File: config.mk
export PLATFORM = sky130hd
export DESIGN_NAME = aoc_top
export DESIGN_NICKNAME = d
export VERILOG_FILES = /design/src/aoc_pkg.sv /design/src/aoc_chan_if.sv /design/src/aoc_chan.sv /design/src/aoc_top.sv
export SDC_FILE = /design/constraint.sdc
export NUM_CORES = 1
export LEC_CHECK = 0
export BUFFER_PORTS_ARGS = -buffer_cell sky130_fd_sc_hd__buf_2
export CORE_AREA = 2 2 297 299
export CTS_CLUSTER_SIZE = 16
export DETAILED_ROUTE_END_ITERATION = 6
export DIE_AREA = 0 0 299 301
export HOLD_SLACK_MARGIN = 0.08
export PLACE_DENSITY = 0.57
export SETUP_SLACK_MARGIN = 0.15
export SYNTH_ARGS = -nofsm -noshare
export SYNTH_HDL_FRONTEND = slang
export SYNTH_SLANG_ARGS = --single-unit
File: constraint.sdc
create_clock -name pclk -period 4 [get_ports pclk]
set_input_delay 0 -clock pclk [delete_from_list [all_inputs] [get_ports pclk]]
set_output_delay 0 -clock pclk [all_outputs]
set_load 0.02 [all_outputs]
File: src/aoc_pkg.sv
// constants, register map and types of the analog output channel handshake block
`default_nettype none
package aoc_pkg;
	localparam int          NUM_CH        = 4;
	localparam int          STAMP_W       = 15;
	localparam int          MS_NS         = 1000000;
	localparam int          CLK_NS        = 4;
	localparam int          MS_CYCLES     = MS_NS / CLK_NS;

	// byte addresses
	localparam logic [11:0] CTRL_OFS      = 12'h000;
	localparam logic [11:0] CH_BASE       = 12'h010;
	localparam logic [11:0] CH_STRIDE     = 12'h010;
	localparam logic [11:0] CMD_OFS       = 12'h000;
	localparam logic [11:0] DATA_OFS      = 12'h004;
	localparam logic [11:0] STAT_OFS      = 12'h008;
	localparam logic [11:0] ECHO_OFS      = 12'h00C;

	// control register fields
	localparam int          CTRL_CALCONN  = 0;
	localparam int          CTRL_OPEN     = 1;
	localparam logic [1:0]  CTRL_RST      = 2'h0;

	// command register fields
	localparam int          CMD_W         = 9;
	localparam int          C_LLREL       = 0;
	localparam int          C_HLREL       = 1;
	localparam int          C_RREL        = 2;
	localparam int          C_CAL         = 3;
	localparam int          C_DRVLO       = 4;
	localparam int          C_DRVHI       = 5;
	localparam int          C_LOSENT      = 6;
	localparam int          C_HISENT      = 7;
	localparam int          C_DONE        = 8;

	// status register fields
	localparam int          S_LLALM       = 0;
	localparam int          S_HLALM       = 1;
	localparam int          S_RALM        = 2;
	localparam int          S_CALERR      = 3;
	localparam int          S_CALBUSY     = 4;
	localparam int          S_LOACC       = 5;
	localparam int          S_HIACC       = 6;
	localparam int          S_LOINV       = 7;
	localparam int          S_HIINV       = 8;
	localparam int          S_CALDONE     = 9;
	localparam int          S_STAMP_LSB   = 16;
	localparam logic [8:0]  CAL_FLAGS     = 9'h1E0;

	// reference points driven during calibration, and the drive reset value
	localparam logic [31:0] LOW_POINT     = 32'h0000_0000;
	localparam logic [31:0] HIGH_POINT    = 32'h41A0_0000;
	localparam logic [31:0] DATA_RST      = 32'h0000_0000;

	typedef enum logic [0:0] {
		CAL_IDLE = 1'b0,
		CAL_BUSY = 1'b1
	} aoc_cal_t;

	typedef enum logic [1:0] {
		DRV_DATA = 2'b00,
		DRV_LOW  = 2'b01,
		DRV_HIGH = 2'b10
	} aoc_drv_t;
endpackage : aoc_pkg
`default_nettype wire

File: src/aoc_chan_if.sv
// per-channel link between the register front end and one channel
`default_nettype none
interface aoc_chan_if;
	logic                                   upd;
	logic [aoc_pkg::CMD_W-1:0]              cmd;
	logic [31:0]                            data;
	logic                                   cal_conn;
	logic                                   conn_open;
	logic                                   ms_tick;
	logic [31:0]                            status;
	logic [31:0]                            echo;

	modport front (output upd, output cmd, output data, output cal_conn, output conn_open, output ms_tick,
		input status, input echo);
	modport chan (input upd, input cmd, input data, input cal_conn, input conn_open, input ms_tick,
		output status, output echo);
endinterface : aoc_chan_if
`default_nettype wire

File: src/aoc_chan.sv
// one output channel: command edges, calibration, alarm latches, echo and stamp
`default_nettype none
module aoc_chan (
	input  wire logic          pclk,
	input  wire logic          presetn,
	input  wire logic          ce,
	input  wire logic          low_ref_bad_in,
	input  wire logic          high_ref_bad_in,
	input  wire logic          low_limit_cond,
	input  wire logic          high_limit_cond,
	input  wire logic          ramp_cond,
	output logic        [31:0] drive_value,
	aoc_chan_if.chan           cif
);
	typedef struct packed {
		logic [aoc_pkg::CMD_W-1:0]   prev_cmd;
		aoc_pkg::aoc_cal_t           cal;
		aoc_pkg::aoc_drv_t           drv;
		logic                        low_alarm;
		logic                        high_alarm;
		logic                        ramp_alarm;
		logic                        cal_error;
		logic                        cal_done;
		logic                        low_acc;
		logic                        high_acc;
		logic                        low_inv;
		logic                        high_inv;
		logic [31:0]                 drive;
		logic [aoc_pkg::STAMP_W-1:0] free_ms;
		logic [aoc_pkg::STAMP_W-1:0] stamp;
	} aoc_chst_t;

	aoc_chst_t st_reg;
	aoc_chst_t st_next;
	logic [aoc_pkg::CMD_W-1:0] rise;
	logic [31:0]               drive_sel;
	logic                      bad_ref;
	logic [8:0]                flags;

	always_comb begin
		st_next = st_reg;
		rise = '0;
		drive_sel = cif.data;
		st_next.low_inv = low_ref_bad_in;
		st_next.high_inv = high_ref_bad_in;
		bad_ref = st_reg.low_inv | st_reg.high_inv;
		if (cif.ms_tick) begin
			st_next.free_ms = st_reg.free_ms + 1'b1;
		end
		if (low_limit_cond) begin
			st_next.low_alarm = 1'b1;
		end
		if (high_limit_cond) begin
			st_next.high_alarm = 1'b1;
		end
		if (ramp_cond) begin
			st_next.ramp_alarm = 1'b1;
		end
		if (cif.upd) begin
			rise = cif.cmd & ~st_reg.prev_cmd;
			st_next.prev_cmd = cif.cmd;
			if (rise[aoc_pkg::C_LLREL] && !low_limit_cond) begin
				st_next.low_alarm = 1'b0;
			end
			if (rise[aoc_pkg::C_HLREL] && !high_limit_cond) begin
				st_next.high_alarm = 1'b0;
			end
			if (rise[aoc_pkg::C_RREL] && !ramp_cond) begin
				st_next.ramp_alarm = 1'b0;
			end
			case (st_reg.cal)
				aoc_pkg::CAL_IDLE: begin
					if (cif.cmd[aoc_pkg::C_CAL]) begin
						st_next.cal = aoc_pkg::CAL_BUSY;
						st_next.low_acc = 1'b0;
						st_next.high_acc = 1'b0;
					end
				end
				aoc_pkg::CAL_BUSY: begin
					if (rise[aoc_pkg::C_DRVLO]) begin
						st_next.drv = aoc_pkg::DRV_LOW;
					end else if (rise[aoc_pkg::C_DRVHI]) begin
						st_next.drv = aoc_pkg::DRV_HIGH;
					end
					if (rise[aoc_pkg::C_LOSENT] && !st_reg.low_inv) begin
						st_next.low_acc = 1'b1;
					end
					if (rise[aoc_pkg::C_HISENT] && !st_reg.high_inv) begin
						st_next.high_acc = 1'b1;
					end
					// a change of complete command finishes only with both points accepted or a bad reference
					if (cif.cmd[aoc_pkg::C_DONE] != st_reg.prev_cmd[aoc_pkg::C_DONE]) begin
						if (st_reg.low_acc && st_reg.high_acc && !bad_ref) begin
							st_next.cal = aoc_pkg::CAL_IDLE;
							st_next.drv = aoc_pkg::DRV_DATA;
							st_next.cal_done = 1'b1;
							st_next.cal_error = 1'b0;
						end else if (bad_ref) begin
							st_next.cal = aoc_pkg::CAL_IDLE;
							st_next.drv = aoc_pkg::DRV_DATA;
							st_next.cal_error = 1'b1;
						end
					end else if (!cif.cmd[aoc_pkg::C_CAL]) begin
						// request dropped early counts as an abort
						st_next.cal = aoc_pkg::CAL_IDLE;
						st_next.drv = aoc_pkg::DRV_DATA;
						// fault only with a bad reference
						if (bad_ref) begin
							st_next.cal_error = 1'b1;
						end
					end
				end
				default: begin
					st_next.cal = aoc_pkg::CAL_IDLE;
				end
			endcase
		end
		// success held only while connection open
		if (!cif.conn_open) begin
			st_next.cal_done = 1'b0;
		end
		case (st_next.drv)
			aoc_pkg::DRV_LOW: drive_sel = aoc_pkg::LOW_POINT;
			aoc_pkg::DRV_HIGH: drive_sel = aoc_pkg::HIGH_POINT;
			default: drive_sel = cif.data;
		endcase
		st_next.drive = drive_sel;
		if (drive_sel != st_reg.drive) begin
			st_next.stamp = st_next.free_ms;
		end
	end

	always_ff @(posedge pclk or negedge presetn) begin
		if (!presetn) begin
			st_reg <= '{prev_cmd: '0, cal: aoc_pkg::CAL_IDLE, drv: aoc_pkg::DRV_DATA, drive: aoc_pkg::DATA_RST,
				free_ms: '0, stamp: '0, default: 1'b0};
		end else if (ce) begin
			st_reg <= st_next;
		end
	end

	always_comb begin
		flags = '0;
		flags[aoc_pkg::S_LLALM] = st_reg.low_alarm;
		flags[aoc_pkg::S_HLALM] = st_reg.high_alarm;
		flags[aoc_pkg::S_RALM] = st_reg.ramp_alarm;
		flags[aoc_pkg::S_CALERR] = st_reg.cal_error;
		flags[aoc_pkg::S_CALBUSY] = (st_reg.cal == aoc_pkg::CAL_BUSY);
		flags[aoc_pkg::S_LOACC] = st_reg.low_acc;
		flags[aoc_pkg::S_HIACC] = st_reg.high_acc;
		flags[aoc_pkg::S_LOINV] = st_reg.low_inv;
		flags[aoc_pkg::S_HIINV] = st_reg.high_inv;
		// calibration flags hidden on plain data connection
		if (!cif.cal_conn) begin
			flags = flags & ~aoc_pkg::CAL_FLAGS;
		end
	end

	assign cif.status = {1'b0, st_reg.stamp, 6'h00, st_reg.cal_done & cif.cal_conn, flags};
	assign cif.echo = st_reg.drive;
	assign drive_value = st_reg.drive;
endmodule : aoc_chan
`default_nettype wire

File: src/aoc_top.sv
// apb register front end and millisecond prescaler for the output channels
`default_nettype none
module aoc_top #(
	parameter int MS_CYCLES = aoc_pkg::MS_CYCLES
) (
	input  wire logic                                pclk,
	input  wire logic                                presetn,
	input  wire logic                                ce,
	input  wire logic                                psel,
	input  wire logic                                penable,
	input  wire logic                                pwrite,
	input  wire logic [11:0]                         paddr,
	input  wire logic [31:0]                         pwdata,
	output logic      [31:0]                         prdata,
	output logic                                     pready,
	output logic                                     pslverr,
	input  wire logic [aoc_pkg::NUM_CH-1:0]          low_ref_bad_in,
	input  wire logic [aoc_pkg::NUM_CH-1:0]          high_ref_bad_in,
	input  wire logic [aoc_pkg::NUM_CH-1:0]          low_limit_cond,
	input  wire logic [aoc_pkg::NUM_CH-1:0]          high_limit_cond,
	input  wire logic [aoc_pkg::NUM_CH-1:0]          ramp_cond,
	output logic      [aoc_pkg::NUM_CH-1:0][31:0]    drive_value
);
	typedef struct packed {
		logic [1:0]                                 ctrl;
		logic [aoc_pkg::NUM_CH-1:0][aoc_pkg::CMD_W-1:0] cmd;
		logic [aoc_pkg::NUM_CH-1:0][31:0]           data;
		logic [aoc_pkg::NUM_CH-1:0]                 upd;
		logic [31:0]                                presc;
		logic                                       tick;
		logic [31:0]                                rdata;
		logic                                       err;
	} aoc_topst_t;

	aoc_topst_t st_reg;
	aoc_topst_t st_next;
	logic [aoc_pkg::NUM_CH-1:0][31:0] ch_status;
	logic [aoc_pkg::NUM_CH-1:0][31:0] ch_echo;
	logic                             acc;
	logic [11:0]                      rel;
	logic [1:0]                       chn;
	logic                             in_ch;

	aoc_chan_if cif [aoc_pkg::NUM_CH] ();

	assign acc = psel & penable;
	assign rel = paddr - aoc_pkg::CH_BASE;
	assign chn = rel[5:4];
	assign in_ch = (paddr >= aoc_pkg::CH_BASE) && (rel < 12'(aoc_pkg::NUM_CH * 16)) && (paddr[1:0] == 2'b00);

	always_comb begin
		st_next = st_reg;
		st_next.upd = '0;
		st_next.tick = 1'b0;
		if (st_reg.presc == 32'(MS_CYCLES - 1)) begin
			st_next.presc = '0;
			st_next.tick = 1'b1;
		end else begin
			st_next.presc = st_reg.presc + 32'h0000_0001;
		end
		if (acc) begin
			st_next.rdata = 32'h0000_0000;
			st_next.err = 1'b0;
			if (paddr == aoc_pkg::CTRL_OFS) begin
				if (pwrite) begin
					st_next.ctrl = pwdata[1:0];
				end else begin
					st_next.rdata = {30'h0000_0000, st_reg.ctrl};
				end
			end else if (in_ch && rel[3:0] == aoc_pkg::CMD_OFS[3:0]) begin
				if (pwrite) begin
					// each command write is one update
					st_next.cmd[chn] = pwdata[aoc_pkg::CMD_W-1:0];
					st_next.upd[chn] = 1'b1;
				end else begin
					st_next.rdata = {23'h00_0000, st_reg.cmd[chn]};
				end
			end else if (in_ch && rel[3:0] == aoc_pkg::DATA_OFS[3:0]) begin
				if (pwrite) begin
					st_next.data[chn] = pwdata;
				end else begin
					st_next.rdata = st_reg.data[chn];
				end
			end else if (in_ch && rel[3:0] == aoc_pkg::STAT_OFS[3:0] && !pwrite) begin
				st_next.rdata = ch_status[chn];
			end else if (in_ch && rel[3:0] == aoc_pkg::ECHO_OFS[3:0] && !pwrite) begin
				st_next.rdata = ch_echo[chn];
			end else begin
				st_next.err = 1'b1;
			end
		end
	end

	always_ff @(posedge pclk or negedge presetn) begin
		if (!presetn) begin
			st_reg <= '{ctrl: aoc_pkg::CTRL_RST, data: '0, default: '0};
		end else if (ce) begin
			st_reg <= st_next;
		end
	end

	// zero-wait slave; read data and error come combinationally from the access cycle decode
	assign pready = 1'b1;
	assign prdata = st_next.rdata;
	assign pslverr = acc & st_next.err;

	for (genvar g = 0; g < aoc_pkg::NUM_CH; g++) begin : g_ch
		assign cif[g].upd = st_reg.upd[g];
		assign cif[g].cmd = st_reg.cmd[g];
		assign cif[g].data = st_reg.data[g];
		assign cif[g].cal_conn = st_reg.ctrl[aoc_pkg::CTRL_CALCONN];
		assign cif[g].conn_open = st_reg.ctrl[aoc_pkg::CTRL_OPEN];
		assign cif[g].ms_tick = st_reg.tick;
		assign ch_status[g] = cif[g].status;
		assign ch_echo[g] = cif[g].echo;
		aoc_chan u_chan (
			.pclk            (pclk),
			.presetn         (presetn),
			.ce              (ce),
			.low_ref_bad_in  (low_ref_bad_in[g]),
			.high_ref_bad_in (high_ref_bad_in[g]),
			.low_limit_cond  (low_limit_cond[g]),
			.high_limit_cond (high_limit_cond[g]),
			.ramp_cond       (ramp_cond[g]),
			.drive_value     (drive_value[g]),
			.cif             (cif[g].chan)
		);
	end
endmodule : aoc_top
`default_nettype wire

==> results.md <==
* Residual DRC at 1
* Crit path from: cif[1].cmd[8]$_DFFE_PN0P_
* Area Growth Syn to Fin at 14.3%
* R2r startpoint: cif[1].cmd[8]$_DFFE_PN0P_
* Most frequent cells after synthesis: dfrtp_1, nand2_1, mux2_2
* GPL Wtd Cong at 0.971
* Post-synthesis adder-cell area fraction at 0.00581
* Mean Syn Cell Area at 10.8 um2
* Top cells by area, synth: dfrtp_1, mux2_2, mux4_2
* Async SR Flop Fraction at 1.00
* Fin crit share at 0.930
* Synth warn at 0
* Gr ovfl total at 0
* Port Buf Inserts at 230
* Die H at 301 um
* Post-synth cell types at 71
* Worst Hold Slack at 0.0991 ns
* CP peak stage delay at 0.41 ns
* Outcome: complete, but fails checks
* Critical Path RT at 4.52 ns
* Area fraction of the dominant cell type after synthesis at 0.467
* Syn Inst Count at 2783
* Post-Synth Simple-Gate Area at 0.125
* Antenna-violating nets left at 0
* GR Util All Layers at 0.239
* Die area at 90000 um2
* Post-CTS Setup Repair Bufs at 0
* CP dominant cell by count: nor4_1
* DPL Wire Length at 79.4 mm
* Final setup violation count at 0
* WS Path Type: register to register
* CP max stage cell: dfrtp_1
* Overall Power at 12.9 mW
* Area of the mapped netlist at 30200 um2
* Count leader, synth: dfrtp_1
* Startpoint types: register
* Fmax at 269 MHz
* Finished Core Util at 0.399
* Final wirelength at 109 mm
* Global-route wire length before repair at 160 mm
* DR pass1 iterations at 7
* Largest net degree at the start of global routing at 124
* Dpl cells at 3926
* Ant diodes at 0
* Hold Path Class: primary input to asynchronous set/reset pin
* Largest register FFs at 140
* Leak at 15.8 nW
* VDD IR max at 0.000300 V
* CTS sink cnt at 563
* Die Width at 299 um
* H-tree depth at 2
* Compound-gate portion of the synthesized area at 0.121
* Fraction of layout cells with a size suffix above 1 at 0.256
* CTS clk-pin slew, worst paths at 0.06 ns
* Worst-Skew Late Latency at 0.65 ns
* Synth Flop Type: dfrtp_1
* Largest family of logic cells by synthesized area: multiplexers
* DR WL/cell at 26.7 um
* Critical path cell sequence: xnor2_1 > nand2b_1 > o21ai_0 > nand3_1 > nor2_1 > a21oi_1 > ha_1 > inv_1 > o22ai_1 > nor4_1 > nand4_1 > nor4_1 > a41oi_2 > buf_12 > mux2_2
* DR vias/cell at 5.64
* Post-synthesis mux area share at 0.157
* Syn_nets at 2867
* Setup crit end kind: register
* Xor/xnor share of the synthesized area at 0.0517
* Clock skew at 0.0213 ns
* Antenna violations before repair at 9
* Core ar. at 86500 um2
* Crit path max fanout at 15
* RSZ-0062 raised after global routing: no
* Io pins at 232
* Final Critical Period at 3.72 ns
* Final net count at 2981
* Initial drt markers at 2359
* Non-filler instance count after layout at 4100
* CTS tree: yes
* Leading area contributor after synthesis: dfrtp_1
* Number of synthesized flops with an enable pin at 0
* Pwr/cell area at 374 nW/um2
* Inserted Clock Buffers at 60
* Initial core utilization at 0.349
* MaxCap Viol Count at 0
* Number of global-route vias before repair at 22700
* Vias after detailed routing at 23100
* Final hold vios at 0
* Number of synthesized register bits at 563
* # rows at 108
* Sequential share of the synthesized area at 0.467
* Crit path DAT at 4.24 ns
* R2R setup slack at 0.28 ns
* Slew Limit Fails at 0
* Failing checks: design-rule violations
* Least-Margin Pin Slew at 1.08 ns
* Root buffer cell: clkbuf_16
* CTS Buffer Depth at 3
* Rel. slew slack at 0.277
* Setup TNS at 0 ns
routing by layer:
layer,global-route usage,part of all wire,wire length [um],vias to the layer above
met5,0,0.00060,66,-
met1,0.313,0.42,45500,11900
met4,0.0985,0.046,5050,12
met2,0.383,0.46,50300,884
met3,0.0549,0.077,8380,219
li1,-,-,-,10100
kinds of logic (layout without fill, tap and decap cells):
group	Yosys count	after routing
simple gates	775	775
flops	563	563
compound gates	543	543
buf+inv	379	541
mux	330	330
xor+xnor	178	178
fa+ha+maj	14	14
other cells	1	1
stage by stage:
step | setup WS [ns] | area, um2
floorplan | 0.627 | 30200
detailed placement | 0.241 | 31600
CTS | 0.226 | 34400
finish | 0.282 | 34500
global route | 0.159 | 34500
global placement | 0.253 | 31600
placed cells by master (no fill, tap or decap), drive strengths merged, types with 81 or more instances in the layout:
cell and instances:
a22o 104, mux2 224, clkbuf 87, nor2 139, o21ai 169, buf 290, mux4 92, a21oi 83
xnor2 126, nand2 344, dfrtp 563, inv 81
timing repair:
action	4_1_cts	5_1_grt
hold buffers	63	0
endpoints found under the setup margin	0	30
hold endpoints to repair	559	0
gates resized for setup	0	17
worst max-delay path: cells and delay by family (launching register included):
family	cells	cell delay, ns
buffers and inverters	2	0.37
xor gates and xnor gates	1	0.14
muxes	1	0.28
AOI/OAI and AO/OA	4	0.58
and+or+nand+nor	6	1.43
DFF	1	0.41
adders and majority gates	1	0.38
worst paths after layout:
check,cells past startpoint,to
max in group asynchronous,3,st_reg[54]$_DFFE_PN0P_
hold / removal,3,cif[3].data[3]$_DFFE_PN0P_
setup reg to reg,15,g_ch[1].u_chan.cif.status[16]$_DFFE_PN0P_
min in group pclk,3,g_ch[3].u_chan.st_reg[69]$_DFFE_PN0P_
setup / recovery,15,g_ch[1].u_chan.cif.status[16]$_DFFE_PN0P_
hold reg to reg,2,g_ch[1].u_chan.st_reg[76]$_DFFE_PN0P_
layout make-up:
type | count | area, um2
Timing Repair Buffer | 353 | 2520
Clock buffer | 86 | 1720
Tap cell | 1155 | 1450
Fill cell | 8438 | 52000
Clock inverter | 24 | 410
Multi-Input combinational cell | 1841 | 14000
Sequential cell | 563 | 14100
Inverter | 78 | 295
power by group:
group | switching (mW) | internal, mW | leakage [nW]
sequential | 0.102 | 5.76 | 7.60
combinational | 0.582 | 0.328 | 7.19
clock | 2.47 | 3.63 | 1.04
total | 3.16 | 9.72 | 15.8
(Power assumes the default switching activity.)
